## config.mk

```make
export PLATFORM = sky130hd
export DESIGN_NAME = nfp_pin_port
export DESIGN_NICKNAME = d
export VERILOG_FILES = /design/src/verilog/nfp_pkg.sv /design/src/verilog/nfp_fifo.sv /design/src/verilog/nfp_mem.sv /design/src/verilog/nfp_pin_port.sv
export VERILOG_INCLUDE_DIRS = /design/src /design/src/verilog
export SDC_FILE = /design/constraint.sdc
export NUM_CORES = 1
export LEC_CHECK = 0
export BUFFER_PORTS_ARGS = -buffer_cell sky130_fd_sc_hd__buf_2
export CAP_MARGIN = 20
export CORE_MARGIN = 4
export CORE_UTILIZATION = 49
export DETAILED_ROUTE_END_ITERATION = 6
export PLACE_DENSITY = 0.77
export SLEW_MARGIN = 20
export SYNTH_ARGS = -nofsm -noshare
export SYNTH_HDL_FRONTEND = slang
export SYNTH_HIERARCHICAL = 1
export SYNTH_SLANG_ARGS = --single-unit
```

## constraint.sdc

```tcl
create_clock -name CLK -period 4.76 [get_ports CLK]
set_input_delay 0.238 -clock CLK [delete_from_list [all_inputs] [get_ports CLK]]
set_output_delay 0.238 -clock CLK [all_outputs]
set_load 0.05 [all_outputs]
```

## src/verilog/nfp_defines.svh

```systemverilog
`ifndef NFP_DEFINES_SVH
`define NFP_DEFINES_SVH

// pin widths
`define NFP_ADDR_W 25
`define NFP_DQ_W 16
`define NFP_TOP_BIT 24

// read configuration fields
`define NFP_CFG_W 16
`define NFP_CFG_WAIT_POL_BIT 10
`define NFP_CFG_ASYNC_BIT 15
`define NFP_CFG_RESET 16'h8400

// link clock edges of initial latency in a burst
`define NFP_LATENCY_EDGES 3'h3

// data path sizing
`define NFP_FIFO_DEPTH 4
`define NFP_MEM_LOW_BITS 4
`define NFP_MEM_AW 5
`define NFP_MEM_ERASED 16'hFFFF

`endif

```

## src/verilog/nfp_pkg.sv

```systemverilog
`include "nfp_defines.svh"

package nfp_pkg;

	// pin levels as seen by the device
	typedef struct packed {
		logic ce_n;
		logic oe_n;
		logic we_n;
		logic adv_n;
		logic link_clk;
		logic wide;
		logic [`NFP_ADDR_W-1:0] a;
		logic [`NFP_DQ_W-1:0] dq;
	} nfp_pins_s;

	typedef enum logic [1:0] {
		NFP_IDLE = 2'h0,
		NFP_FILL = 2'h1,
		NFP_BURST = 2'h3
	} nfp_burst_e;

	typedef struct packed {
		nfp_pins_s pin1;
		nfp_pins_s pin2;
		nfp_pins_s pin_prev;
		logic [`NFP_CFG_W-1:0] cfg;
		logic wide;
		logic strap_done;
		logic [`NFP_ADDR_W-1:0] addr;
		logic captured;
		nfp_burst_e burst;
		logic [2:0] lat_cnt;
		logic [`NFP_ADDR_W-1:0] fill_addr;
		logic rd_pend;
		logic wait_asrt;
		logic [`NFP_DQ_W-1:0] dq_o;
		logic dq_oe_n;
		logic wait_o;
		logic wait_oe_n;
		logic [1:0] die_act;
		logic standby;
	} nfp_state_s;

endpackage : nfp_pkg

```

## src/verilog/nfp_fifo.sv

```systemverilog
`timescale 1ns/1ns

module nfp_fifo #(
	parameter int W = 16,
	parameter int DEPTH = 4
) (
	// clock and reset
	input wire logic clk,
	input wire logic rst_n,
	input wire logic flush,
	// fill side
	input wire logic in_valid,
	input wire logic [W-1:0] in_data,
	output logic in_ready,
	// drain side
	output logic out_valid,
	input wire logic out_ready,
	output logic [W-1:0] out_data
);

	localparam int PW = $clog2(DEPTH);

	typedef struct packed {
		logic [DEPTH-1:0][W-1:0] mem;
		logic [PW-1:0] wr_ptr;
		logic [PW-1:0] rd_ptr;
		logic [PW:0] count;
	} nfp_fifo_s;

	nfp_fifo_s s_q;
	nfp_fifo_s s_d;
	logic push;
	logic pop;

	assign in_ready = s_q.count != (PW+1)'(DEPTH);
	assign out_valid = s_q.count != '0;
	assign out_data = s_q.mem[s_q.rd_ptr];

	always_comb begin
		s_d = s_q;
		push = in_valid && in_ready;
		pop = out_valid && out_ready;
		if (flush) begin
			s_d.wr_ptr = '0;
			s_d.rd_ptr = '0;
			s_d.count = '0;
		end else begin
			if (push) begin
				s_d.mem[s_q.wr_ptr] = in_data;
				s_d.wr_ptr = s_q.wr_ptr + 1'b1;
			end
			if (pop) begin
				s_d.rd_ptr = s_q.rd_ptr + 1'b1;
			end
			if (push && !pop) begin
				s_d.count = s_q.count + 1'b1;
			end else if (pop && !push) begin
				s_d.count = s_q.count - 1'b1;
			end
		end
	end

	always_ff @(posedge clk or negedge rst_n) begin
		if (!rst_n) begin
			s_q <= '0;
		end else begin
			s_q <= s_d;
		end
	end

endmodule : nfp_fifo

```

## src/verilog/nfp_mem.sv

```systemverilog
`timescale 1ns/1ns

module nfp_mem #(
	parameter int AW = 5,
	parameter int DW = 16
) (
	// clock and reset
	input wire logic clk,
	input wire logic rst_n,
	// write port
	input wire logic we,
	input wire logic [AW-1:0] waddr,
	input wire logic [DW-1:0] wdata,
	// read port, one cycle latency
	input wire logic [AW-1:0] raddr,
	output logic [DW-1:0] rdata
);

	typedef struct packed {
		logic [(2**AW)-1:0][DW-1:0] arr;
		logic [DW-1:0] rdata;
	} nfp_mem_s;

	nfp_mem_s s_q;
	nfp_mem_s s_d;

	assign rdata = s_q.rdata;

	always_comb begin
		s_d = s_q;
		s_d.rdata = s_q.arr[raddr];
		if (we) begin
			s_d.arr[waddr] = wdata;
		end
	end

	// erased array comes up all ones
	always_ff @(posedge clk or negedge rst_n) begin
		if (!rst_n) begin
			s_q <= '1;
		end else begin
			s_q <= s_d;
		end
	end

endmodule : nfp_mem

```

## src/verilog/nfp_pin_port.sv

```systemverilog
// Summary of operation
// - wait pin polarity follows bit 10 of the read configuration register.
// - wait pin driven only with select and output enable both low.
// - synchronous bursts assert wait for invalid data, deassert when valid.
// - wait stays deasserted in asynchronous reads and during writes.
// - address is 24 bits for smaller density, 25 bits for larger.
// - top address bit high routes the access to the top die.
// - synchronous reads capture address at strobe rise or first clock edge.
// - high select deselects, enters standby, floats data and wait.
// - data drivers on only in reads with output enable low.
// - link clock times synchronous reads; unused it is held steady.
// - asynchronous mode latches address at strobe rise, flows while low.
// - writes latch address and data at first rise of write strobe or select.
// - reset clears automation, blocks writes, returns to asynchronous array read.
`timescale 1ns/1ns
`include "nfp_defines.svh"

module nfp_pin_port (
	// clock and reset
	input wire logic CLK,
	input wire logic RST_N,
	// address and strobes from the host
	input wire logic [`NFP_ADDR_W-1:0] ADDR_IN,
	input wire logic ADDRESS_VALID_STROBE_N,
	input wire logic DIE_SELECT_N,
	input wire logic DIE_OUTPUT_ENABLE_N,
	input wire logic WRITE_ENABLE_N,
	input wire logic LINK_CLK,
	// data pins
	input wire logic [`NFP_DQ_W-1:0] DQ_I,
	output logic [`NFP_DQ_W-1:0] DQ_O,
	output logic DQ_OE_N,
	// wait pin
	output logic WAIT_O,
	output logic WAIT_OE_N,
	// density strap
	input wire logic WIDE_DENSITY,
	// read configuration from command logic
	input wire logic CFG_LOAD,
	input wire logic [`NFP_CFG_W-1:0] CFG_DATA,
	output logic [`NFP_CFG_W-1:0] READ_CONFIG_REG,
	// die routing and power state
	output logic [1:0] DIE_ACTIVE,
	output logic STANDBY
);

	nfp_pkg::nfp_state_s s_q;
	nfp_pkg::nfp_state_s s_d;
	nfp_pkg::nfp_pins_s pins_in;
	nfp_pkg::nfp_pins_s p;
	nfp_pkg::nfp_pins_s q;

	logic sync_mode;
	logic wait_pol;
	logic adv_rise;
	logic clk_rise;
	logic start;
	logic reading;
	logic wr_fire;
	logic [`NFP_ADDR_W-1:0] a_in;

	logic mem_we;
	logic [`NFP_MEM_AW-1:0] mem_waddr;
	logic [`NFP_MEM_AW-1:0] mem_raddr;
	logic [`NFP_DQ_W-1:0] mem_rdata;

	logic fifo_flush;
	logic fifo_in_ready;
	logic fifo_out_valid;
	logic fifo_pop;
	logic [`NFP_DQ_W-1:0] fifo_out_data;

	function automatic logic rise(input logic prev, input logic now);
		rise = !prev && now;
	endfunction : rise

	// smaller density ignores the top address bit
	function automatic logic [`NFP_ADDR_W-1:0] mask_addr(input logic [`NFP_ADDR_W-1:0] a, input logic wide);
		mask_addr = a;
		mask_addr[`NFP_TOP_BIT] = a[`NFP_TOP_BIT] && wide;
	endfunction : mask_addr

	// top address bit picks the die, low bits the word
	function automatic logic [`NFP_MEM_AW-1:0] mem_idx(input logic [`NFP_ADDR_W-1:0] a);
		mem_idx = {a[`NFP_TOP_BIT], a[`NFP_MEM_LOW_BITS-1:0]};
	endfunction : mem_idx

	function automatic logic wait_level(input logic asrt, input logic pol);
		wait_level = pol ? asrt : !asrt;
	endfunction : wait_level

	always_comb begin
		pins_in.ce_n = DIE_SELECT_N;
		pins_in.oe_n = DIE_OUTPUT_ENABLE_N;
		pins_in.we_n = WRITE_ENABLE_N;
		pins_in.adv_n = ADDRESS_VALID_STROBE_N;
		pins_in.link_clk = LINK_CLK;
		pins_in.wide = WIDE_DENSITY;
		pins_in.a = ADDR_IN;
		pins_in.dq = DQ_I;
	end

	nfp_mem #(
		.AW(`NFP_MEM_AW),
		.DW(`NFP_DQ_W)
	) u_mem (
		.clk(CLK),
		.rst_n(RST_N),
		.we(mem_we),
		.waddr(mem_waddr),
		.wdata(s_q.pin_prev.dq),
		.raddr(mem_raddr),
		.rdata(mem_rdata)
	);

	nfp_fifo #(
		.W(`NFP_DQ_W),
		.DEPTH(`NFP_FIFO_DEPTH)
	) u_fifo (
		.clk(CLK),
		.rst_n(RST_N),
		.flush(fifo_flush),
		.in_valid(s_q.rd_pend),
		.in_data(mem_rdata),
		.in_ready(fifo_in_ready),
		.out_valid(fifo_out_valid),
		.out_ready(fifo_pop),
		.out_data(fifo_out_data)
	);

	// write ends at first rise of write strobe or select
	assign wr_fire = !s_q.pin_prev.ce_n && !s_q.pin_prev.we_n
		&& (s_q.pin2.ce_n || s_q.pin2.we_n);
	assign mem_we = wr_fire;
	assign mem_waddr = mem_idx(s_q.addr);
	assign mem_raddr = (s_q.burst == nfp_pkg::NFP_IDLE) ? mem_idx(s_q.addr) : mem_idx(s_q.fill_addr);

	always_comb begin
		s_d = s_q;
		p = s_q.pin2;
		q = s_q.pin_prev;
		// two stage pin synchroniser
		s_d.pin1 = pins_in;
		s_d.pin2 = s_q.pin1;
		s_d.pin_prev = s_q.pin2;
		start = 1'b0;
		fifo_pop = 1'b0;

		// strap followed until the synchroniser holds the real pin, then frozen
		if (!s_q.strap_done) begin
			s_d.wide = p.wide;
			s_d.lat_cnt = s_q.lat_cnt + 3'h1;
			if (s_q.lat_cnt == 3'h2) begin
				s_d.strap_done = 1'b1;
				s_d.lat_cnt = 3'h0;
			end
		end
		if (CFG_LOAD) begin
			s_d.cfg = CFG_DATA;
		end

		sync_mode = !s_q.cfg[`NFP_CFG_ASYNC_BIT];
		wait_pol = s_q.cfg[`NFP_CFG_WAIT_POL_BIT];
		adv_rise = rise(q.adv_n, p.adv_n);
		clk_rise = rise(q.link_clk, p.link_clk);
		a_in = mask_addr(p.a, s_q.wide);

		// address latch
		if (!p.adv_n && !sync_mode) begin
			s_d.addr = a_in;
		end
		if (adv_rise) begin
			s_d.captured = 1'b0;
			if (!sync_mode || !s_q.captured) begin
				s_d.addr = mask_addr(q.a, s_q.wide);
				start = sync_mode;
			end
		end else if (sync_mode && !p.adv_n && clk_rise && !s_q.captured) begin
			s_d.addr = a_in;
			s_d.captured = 1'b1;
			start = 1'b1;
		end

		fifo_flush = start || p.ce_n;

		// prefetch, one read in flight
		s_d.rd_pend = 1'b0;
		if (s_q.burst != nfp_pkg::NFP_IDLE && !s_q.rd_pend && fifo_in_ready && !fifo_flush) begin
			s_d.rd_pend = 1'b1;
			s_d.fill_addr = s_q.fill_addr + 1'b1;
		end

		case (s_q.burst)
			nfp_pkg::NFP_IDLE: begin
				s_d.wait_asrt = 1'b0;
				s_d.dq_o = mem_rdata;
			end
			nfp_pkg::NFP_FILL: begin
				s_d.wait_asrt = 1'b1;
				if (clk_rise) begin
					s_d.lat_cnt = s_q.lat_cnt + 1'b1;
					if (s_q.lat_cnt == `NFP_LATENCY_EDGES - 3'h1) begin
						s_d.burst = nfp_pkg::NFP_BURST;
					end
				end
			end
			nfp_pkg::NFP_BURST: begin
				if (clk_rise) begin
					if (fifo_out_valid) begin
						fifo_pop = 1'b1;
						s_d.dq_o = fifo_out_data;
						s_d.wait_asrt = 1'b0;
					end else begin
						s_d.wait_asrt = 1'b1;
					end
				end
			end
			default: begin
				s_d.burst = nfp_pkg::NFP_IDLE;
			end
		endcase

		if (start) begin
			s_d.burst = nfp_pkg::NFP_FILL;
			s_d.lat_cnt = 3'h0;
			s_d.fill_addr = s_d.addr;
			s_d.wait_asrt = 1'b1;
		end
		if (p.ce_n || !sync_mode) begin
			s_d.burst = nfp_pkg::NFP_IDLE;
		end
		if (!p.we_n) begin
			s_d.wait_asrt = 1'b0;
		end

		// pin drivers
		reading = !p.ce_n && !p.oe_n && p.we_n;
		s_d.dq_oe_n = !reading;
		s_d.wait_oe_n = p.ce_n || p.oe_n;
		s_d.wait_o = wait_level(s_d.wait_asrt, wait_pol);

		// die routing and standby
		s_d.standby = p.ce_n;
		if (p.ce_n) begin
			s_d.die_act = 2'h0;
		end else if (s_d.addr[`NFP_TOP_BIT]) begin
			s_d.die_act = 2'h2;
		end else begin
			s_d.die_act = 2'h1;
		end
	end

	// reset clears state but sets synchronised pins, standby and driver disables high, leaves asynchronous array read
	always_ff @(posedge CLK or negedge RST_N) begin
		if (!RST_N) begin
			s_q <= '0;
			s_q.pin1 <= '1;
			s_q.pin2 <= '1;
			s_q.pin_prev <= '1;
			s_q.cfg <= `NFP_CFG_RESET;
			s_q.burst <= nfp_pkg::NFP_IDLE;
			s_q.dq_oe_n <= 1'b1;
			s_q.wait_oe_n <= 1'b1;
			s_q.wait_o <= 1'b0;
			s_q.standby <= 1'b1;
		end else begin
			s_q <= s_d;
		end
	end

	assign DQ_O = s_q.dq_o;
	assign DQ_OE_N = s_q.dq_oe_n;
	assign WAIT_O = s_q.wait_o;
	assign WAIT_OE_N = s_q.wait_oe_n;
	assign READ_CONFIG_REG = s_q.cfg;
	assign DIE_ACTIVE = s_q.die_act;
	assign STANDBY = s_q.standby;

endmodule : nfp_pin_port

```

# Yosys cells after proc, flatten, opt, wreduce, memory -nomap -nowiden
# Cells that the tools add are included.
totals:
  regBits: 835
  in_bits: 66
  out_inout_bits: 38
  wordCells: 200
classes:
  n_addsub: 6
  n_lt_le_gt_ge: 6
  reduce_logical: 54
  n_eq_ne: 9
  bitwise_logic: 1
  n_mux: 47
op_table:
  columns: ["op", "n"]
  rows:
  - ["512-bit bitwise mux", 1]
  - ["16-bit binary-select mux with 5-bit select", 1]
  - ["16-bit demux with 5-bit select", 1]
  - ["16-bit two-way mux", 5]
  - ["26-bit two-way mux", 3]
  - ["64-bit bitwise mux", 1]
  - ["25-bit two-way mux", 2]
  - ["16-bit binary-select mux with 2-bit select", 1]
  - ["16-bit demux with 2-bit select", 1]
  - ["16-bit one-hot mux with 2 select lines", 1]
  - ["30-bit two-way mux", 1]
  - ["25-bit by 1-bit adder with 25-bit output, second input constant", 1]
  - ["1-bit logical AND", 21]
  - ["17-bit two-way mux", 1]
  - ["1-bit zero test", 15]
  - ["3-bit two-way mux", 5]
  - ["5-bit by 6-bit < comparator with 1-bit output, second input constant", 2]
  - ["1-bit two-way mux", 12]
  - ["2-bit two-way mux", 6]
  - ["2-bit nonzero test", 6]
  - ["5-bit two-way mux", 2]
  - ["4-bit inequality test, second input constant", 2]
  - ["7-bit two-way mux", 1]
  - ["3-bit by 1-bit adder with 3-bit output, second input constant", 2]
  - ["21 further kinds", 29]

# Logic depth before layout (Yosys ltp)
# Gate-level depths: netlist (run 1).
depth:
  depth_word: 12
  depth_mapped: 12
  mapped_depth_nobuf: 8

# Cells and area by module
# The synthesis (run 1) kept the hierarchy.
modules_own_cells:
  columns: ["mod", "n_inst", "area_each_um2", "seq_area_each_um2", "cells_each"]
  rows:
  - ["nfp_mem", 1, 25241.7, 13873.3, 1762]
  - ["nfp_pin_port", 1, 8688.3, 6059.6, 635]
  - ["nfp_fifo", 1, 3362.0, 1776.7, 216]

# Worst setup path after synthesis (run 1)
# OpenSTA, ideal clock, no wires.
synth_timing:
  path_kind: "flip-flop to flip-flop"
  startpoint: "reg s_q (netlist bit p[43])"
  endpoint: "reg u_fifo/s_q[45] (netlist name)"
  setup_ns: 0.125
  arrival_ns: 2.502
  required_time_ns: 4.635
  path_stages_with_launch: 12
  n_path_buf: 5
  synth_period_minus_slack_ns: 2.627
  path_slack_ns: 2.133
  path_cell_list: "dfstp_2 buf_2 nor2b_1 clkbuf_1 o21ai_1 nand2b_1 buf_2 and2b_1 and3_4 buf_6 buf_12 mux2_4"
synth_via:
  elab_chain_len: 9
  elab_cells_between_ends: 10
  classes_between: "mux (2); bitwise (1); reduce/logical (7)"
synth_rtl:
  columns: ["item", "line_no", "text"]
  rows:
  - ["start: declaration", "nfp_pin_port.sv:47", "nfp_pkg::nfp_state_s s_q;"]
  - ["1-bit zero test", "nfp_pin_port.sv:178", "end else if (sync_mode && !p.adv_n && clk_rise && !s_q.captured) begin"]
  - ["1-bit logical AND (3 in a row)", "nfp_pin_port.sv:178", null]
  - ["1-bit two-way mux", "nfp_pin_port.sv:178", null]
  - ["1-bit two-way mux *", "nfp_pin_port.sv:172", "if (adv_rise) begin"]
  - ["1-bit logical OR *", "nfp_pin_port.sv:184", "fifo_flush = start || p.ce_n;"]
  - ["net fifo_flush", "nfp_pin_port.sv:67", "logic fifo_flush;"]
  - ["1-bit inverter (no source line) *", null, null]
  - ["2-bit AND reduction (no source line) *", null, null]
  - ["end signal: assignment", "nfp_fifo.sv:65", "s_q <= '0;"]
  - ["end signal: assignment", "nfp_fifo.sv:67", "s_q <= s_d;"]
  - ["end: declaration", "nfp_fifo.sv:30", "nfp_fifo_s s_q;"]
# Mark *: on every way through the listed nets, which the timed path passes. The rest lies on a longest branch.
# A chain may end at the register's enable or synchronous reset.

==> results.ini, run 1 <==
[critical_path]
cp-end-kind = flip-flop
critical_path.startpoint = s_q[53]
path_max_fanout = 69
worstPathArrival_ns = 4.00
worstRegToRegCells = 9
endpoint = u_mem/rdata[7]
critPathMaxStageDelay_ns = 0.73
critPathLaunchType = flip-flop
ff2ff_setup_slack_ns = 1.29
cp_slowest_cell = mux2_8
worst-endpoint-required_ns = 5.30
timing.rr.start = s_q[53]
critPathKind = flip-flop to flip-flop
reg2reg_to = u_mem/rdata[7]
crit_chain = inv_1, ha_1, mux2_8, buf_4, mux2i_1, a22o_1, nor3_1, a31oi_1, nand3_1

[layout]
fillers = 5790
layout_common_cells = dfstp_2 (671), mux2_2 (586), mux2i_1 (261)
n_antenna_cell = 0
final_common_cell = dfstp_2
area.growth.synth_to_final_pct = 11.3
finish.utilization = 0.554
drive_gt1_frac = 0.596
fin_nets = 2732

[synthesis]
synth_nets = 2691
ys_seq_elements = 834
synth_top_cells_by_area = dfstp_2 (47%), mux2_2 (18%), dfrtp_1 (11%), mux2i_1 (7.0%), buf_4 (1.6%)
syn_inst = 2613
synth_area_leader_cell = dfstp_2
avgSynthCellArea_sq_um = 14.3
synth_top_area_frac = 0.473
synth-edff-count = 0
synth_warnings = 6
synth_seq_area_share = 0.582
synth.distinct_cells = 86
synthArstFlopShare = 1.00
synth-main-ff-cell = dfstp_2
syn-cell-area_sq_um = 37300

[hold_path]
min_path_type = input pin to flip-flop

[route]
vias = 21500
routed_wirelength_um = 83100
wire_per_inst_um = 22.5
ant_nets = 0
drt_first_pass_iters = 5
first_iter_violations = 1430
via_per_inst = 5.81
drc = 0

[clock_tree]
post_cts_resized = 0
cts_buffer_depth = 3
cts_tree = built
htreeDepth = 3
worstSkewPairLatency_ns = 0.66
cts_setup_buffers = 0
cts.clk_slew.worst_paths_ns = 0.06
holdBufCountCts = 65
cts_sinks = 834
cts_buffers = 87
clockRootBuffer = clkbuf_16

[sta]
finalHoldViolations = 0
setup_tns_ns = 0
setup_viol = 0
min_period_ns = 3.47
holdWs_ns = 0.0647
rsz0062_at_grt = no
finalMaxSlewViolations = 0
post-route-worst-setup-slack_ns = 1.29
fmax_mhz = 288
finalCritPeriodShare = 0.728
skew_ns = 0.0398
tightest_slew_ns = 1.04
maxSlewHeadroom = 0.302

[floorplanning]
io_pins = 104
rows = 100
dieArea_sq_um = 80600
core_area_sq_um = 74900
fp.dieH_um = 284
initial_core_util = 0.498
fp.dieW_um = 284

[power_and_ir_drop]
peakVddDrop_uv = 304
p_sw_mw = 6.12
power_frac_comb = 0.201
p_int_mw = 15.5
p_seq_frac = 0.488
switching_share = 0.283
finalPower_mw = 21.6
p_clk_frac = 0.312
p_leak_nw = 17.6
pwr_density_cell_nw_per_um2 = 521

[grt]
antenna_found_initial = 1
grt_pass1_wl_um = 133000
overflow = 0
grt_max_degree = 154
grt_pass1_vias = 23300
gr-usage-all-layers = 0.205

[place]
port_buffers = 103
hpwl_um = 49900
post-place-ws_ns = 1.34
gp_congestion = 0.819

[run]
max-cap-violations = 0

[run_status]
status = complete, no violations

routing by layer:
| layer | global-route usage | routed length, um | up-vias |
|---|---|---|---|
| li1 | - | - | 9435 |
| met1 | 0.267 | 35300 | 11300 |
| met2 | 0.350 | 41600 | 566 |
| met3 | 0.0355 | 4270 | 155 |
| met4 | 0.0643 | 1940 | 2 |
| met5 | 0 | 7 | - |
kinds of logic (layout without fill, tap and decap cells):
logic type / count (synthesis) / in the layout / synth area share
fa+ha+maj: 12 / 12 / 0.00423
buf+inv: 262 / 372 / 0.0405
compound gates: 259 / 259 / 0.0486
flops: 834 / 834 / 0.582
mux: 878 / 878 / 0.262
simple gates: 343 / 343 / 0.0564
xor+xnor: 25 / 25 / 0.00587
cell usage after synthesis (5+ instances only):
master / number
mux2_4: 10
buf_6: 16
buf_2: 55
clkbuf_1: 86
nor2_1: 41
nor2b_1: 8
nor2_4: 8
a31oi_1: 21
buf_1: 7
dfstp_2: 671
nand3_1: 40
a22o_1: 32
o21ai_0: 9
o21ai_1: 12
xnor2_1: 15
nor3_1: 20
dfrtp_1: 163
mux2i_1: 261
a22oi_1: 73
mux2_2: 587
nand2b_1: 5
ha_1: 11
nand4_1: 23
nor2_8: 6
nand2_2: 16
and3_1: 39
a221o_1: 15
inv_1: 15
nand2_1: 87
buf_4: 77
a21oi_1: 68
mux4_2: 16
xor2_1: 10
metrics by stage:
step / instance area, sq um / instances
2_1_floorplan: 37300 / 2613
3_3_place_gp: 38000 / 3469
3_5_place_dp: 38000 / 3469
4_1_cts: 41500 / 3692
5_1_grt: 41500 / 3692
6_report: 41500 / 3692
worst min-delay path by stage:
stage,depth (start not counted),slack (ns),from,end
after floorplan,0,-0.06,RST_N,DIE_ACTIVE[0]
after CTS,2,0.05,CFG_LOAD,READ_CONFIG_REG[15]
after global placement,1,0.34,DQ_I[12],s_d[157]
after global routing,2,0.11,CFG_LOAD,READ_CONFIG_REG[1]
final,2,0.06,CFG_LOAD,READ_CONFIG_REG[15]
after detailed placement,1,0.34,ADDR_IN[22],s_d[183]
area by class of cell:
type	instances	area, sq um	area share
clock buffers	130	2530	0.0609
multi-input cells	1517	14100	0.340
inverters	17	63.8	0.00154
clock inverters	28	343	0.00826
repair buffers	197	1520	0.0366
flip-flops and latches	834	21700	0.523
well taps	969	1210	0.0292
flip-flops by register name (all words and copies together) (netlist names):
register	cells
q	44
u_mem/s_q	512
mem_waddr	5
u_fifo/s_q	71
s_d	47
a_in	24
s_q	54
DQ_O	16
WAIT_O	1
p	23
DQ_OE_N	1
WAIT_OE_N	1
DIE_ACTIVE	2
STANDBY	1
READ_CONFIG_REG	16
u_mem/rdata	16
critical path, delay by kind of cell (launching register included):
kind | cells | cell delay (ns)
flops | 1 | 0.42
simple gates | 2 | 0.27
mux | 2 | 0.99
fa+ha+maj | 1 | 0.45
compound gates | 2 | 0.55
buf+inv | 2 | 0.50
power by group through the flow:
stage	Combinational, mW	Sequential, mW	Clock [mW]
detailed placement	4.29	10.6	0
finish	4.34	10.6	6.75
global route	4.70	10.7	7.23
global placement	4.14	10.5	0
CTS	4.35	10.5	6.92
floorplan	3.57	10.2	0
No activity file was read; power rests on OpenSTA's default activity.
==> run 2: changes to the inputs <==
==> constraint.sdc (replaced) <==
create_clock -name CLK -period 3.6 [get_ports CLK]
set_input_delay 0.18 -clock CLK [delete_from_list [all_inputs] [get_ports CLK]]
set_output_delay 0.18 -clock CLK [all_outputs]
set_load 0.05 [all_outputs]
==> results.ini, run 2 (synthesis gave the netlist of run 1 again) <==
[layout]
area.growth.synth_to_final_pct = 12.5
fillers = 5695  ; -1.6%
fin_nets = 2765  ; +1.2%
layout_common_cells = dfstp_2 (671), mux2_2 (586), mux2i_1 (261)
final_common_cell = dfstp_2
finish.utilization = 0.560  ; +0.00574
drive_gt1_frac = 0.604  ; +0.00832
largest_register_ffs = 512  ; unchanged
largest_registers = u_mem/s_q x512, u_fifo/s_q x71, s_q x54
top_register = u_mem/s_q

[clock_tree]
cts.clk_slew.worst_paths_ns = 0.06  ; about the same
cts_sinks = 834  ; unchanged
cts_tree = built
cts_buffer_depth = 3  ; unchanged
post_cts_resized = 0  ; unchanged
cts_buffers = 87  ; unchanged
cts_setup_buffers = 0  ; unchanged
worstSkewPairLatency_ns = 0.65  ; about the same
clockRootBuffer = clkbuf_16
htreeDepth = 3  ; unchanged

[sta]
rsz0062_at_grt = no
maxSlewHeadroom = 0.283  ; -0.0189
skew_ns = 0.0364  ; -0.00342 ns
setup_tns_ns = 0  ; unchanged
min_period_ns = 3.26  ; -0.207 ns
finalHoldViolations = 0  ; unchanged
finalMaxSlewViolations = 0  ; unchanged
finalCritPeriodShare = 0.905  ; +0.177
tightest_slew_ns = 1.08  ; +0.0363 ns
setup_viol = 0  ; unchanged
fmax_mhz = 307  ; +6.3%
holdWs_ns = 0.0622  ; -0.00248 ns

[critical_path]
crit_family = multiplexers
worstPathArrival_ns = 3.79  ; -0.21 ns
ff2ff_setup_slack_ns = 0.34  ; -0.95 ns
crit_buf_inv = 2  ; unchanged
worst-endpoint-required_ns = 4.13  ; -1.17 ns
critPathKind = flip-flop to flip-flop
path_max_fanout = 49  ; -29%
cp_slowest_cell = mux2_8
critPathLaunchType = flip-flop
cp-end-kind = flip-flop
crit_chain = inv_1, ha_1, mux2_8, buf_4, mux2i_1, a22o_1, nor3_1, a31oi_1, nand3_1
critPathMaxStageDelay_ns = 0.64  ; -0.09 ns

[place]
hpwl_um = 52200  ; +4.5%
port_buffers = 103  ; unchanged
gp_congestion = 0.843  ; +2.9%

[floorplanning]
initial_core_util = 0.498  ; unchanged
fp.dieW_um = 284  ; unchanged
io_pins = 104  ; unchanged
core_area_sq_um = 74900  ; unchanged
rows = 100  ; unchanged
dieArea_sq_um = 80600  ; unchanged
fp.dieH_um = 284  ; unchanged

[route]
wire_per_inst_um = 22.7  ; +0.79%
drc = 0  ; unchanged
ant_nets = 0  ; unchanged
routed_wirelength_um = 84600  ; +1.9%
drt_first_pass_iters = 5  ; unchanged
vias = 21800  ; +1.7%
first_iter_violations = 1628  ; +14%
via_per_inst = 5.85  ; +0.64%

[power_and_ir_drop]
pwr_density_cell_nw_per_um2 = 693  ; +33%
p_seq_frac = 0.481  ; -0.007
switching_share = 0.282  ; -0.000484
p_sw_mw = 8.20  ; +34%
p_clk_frac = 0.317  ; +0.005
p_leak_nw = 17.8  ; +1.3%
p_int_mw = 20.9  ; +34%
peakVddDrop_uv = 374  ; +23%
power_frac_comb = 0.202  ; about the same

[grt]
grt_pass1_wl_um = 134000  ; +1.1%
gr-usage-all-layers = 0.207  ; +0.00265
grt_max_degree = 117  ; -24%
busiest_layer = met2
use_met1 = 0.276  ; +0.00931
grt_pass1_vias = 23400  ; +0.41%
overflow = 0  ; unchanged
antenna_found_initial = 0  ; -1
grtUsageMet3 = 0.0367  ; +0.00120
use_met2 = 0.345  ; -0.00487

[run]
max-cap-violations = 0  ; unchanged

[run_status]
status = complete, no violations

[hold_path]
min_path_type = input pin to flip-flop

==> run 2: cell types whose count changed in the layout (fill, tap and decap cells not counted), sizes merged <==
cell | previous run | this run
buf | 132 | 164
bufinv | 4 | 5
clkbuf | 130 | 125
clkinv | 20 | 18
clkinvlp | 1 | 7
diode | 0 | 3
dlygate4sd3 | 65 | 66
inv | 20 | 24
==> run 2: final timing paths <==
kind | start | to | cells after the start
worst max-delay path | s_q[52] | u_mem/rdata[11] | 9
worst min-delay path | CFG_LOAD | READ_CONFIG_REG[1] | 2
worst max register to register | s_q[52] | u_mem/rdata[11] | 9
worst min register to register | s_d[170] | a_in[9] | 0
max in group asynchronous | RST_N | u_mem/s_q[264] | 3
min in group asynchronous | RST_N | s_q[71] | 2
==> run 2: layer usage <==
layer | share of wire | vias up
met1 | 0.44 | 11600
met3 | 0.048 | 161
met2 | 0.49 | 588
met5 | 0 | -
met4 | 0.028 | 0
li1 | - | 9519
==> run 2: power groups by stage <==
| stage | combinational, mW | clock [mW] | sequential (mW) |
|---|---|---|---|
| 2_1_floorplan | 4.72 | 0 | 13.4 |
| 3_3_place_gp | 5.55 | 0 | 13.9 |
| 3_5_place_dp | 5.79 | 0 | 14.1 |
| 4_1_cts | 5.87 | 9.44 | 13.9 |
| 5_1_grt | 6.32 | 9.85 | 14.2 |
| 6_report | 5.86 | 9.22 | 14.0 |
==> run 2: area by class of cell <==
class	count	area (sq um)	share of cell area
Antenna cell	3	7.51	0.000179
Tap cell	969	1210	0.0289
Clock inverter	37	400	0.00955
Sequential cell	834	21700	0.518
Multi-Input combinational cell	1517	14100	0.337
Timing Repair Buffer	230	1820	0.0435
Clock buffer	125	2610	0.0621
Inverter	17	63.8	0.00152
==> run 2: stage by stage <==
step	cells	cell area [sq um]	total power [mW]	worst slack, ns
floorplan	2613	37300	18.1	0.973
global placement	3500	38300	19.4	0.503
detailed placement	3501	38300	19.8	0.433
CTS	3729	41900	29.2	0.377
global route	3729	41900	30.4	0.220
finish	3732	41900	29.0	0.340
==> run 2: timing repair <==
action / in CTS / in global routing
hold endpoints to repair: 65 / 0
endpoints found under the setup margin: 0 / 0
hold buffers: 66 / 0
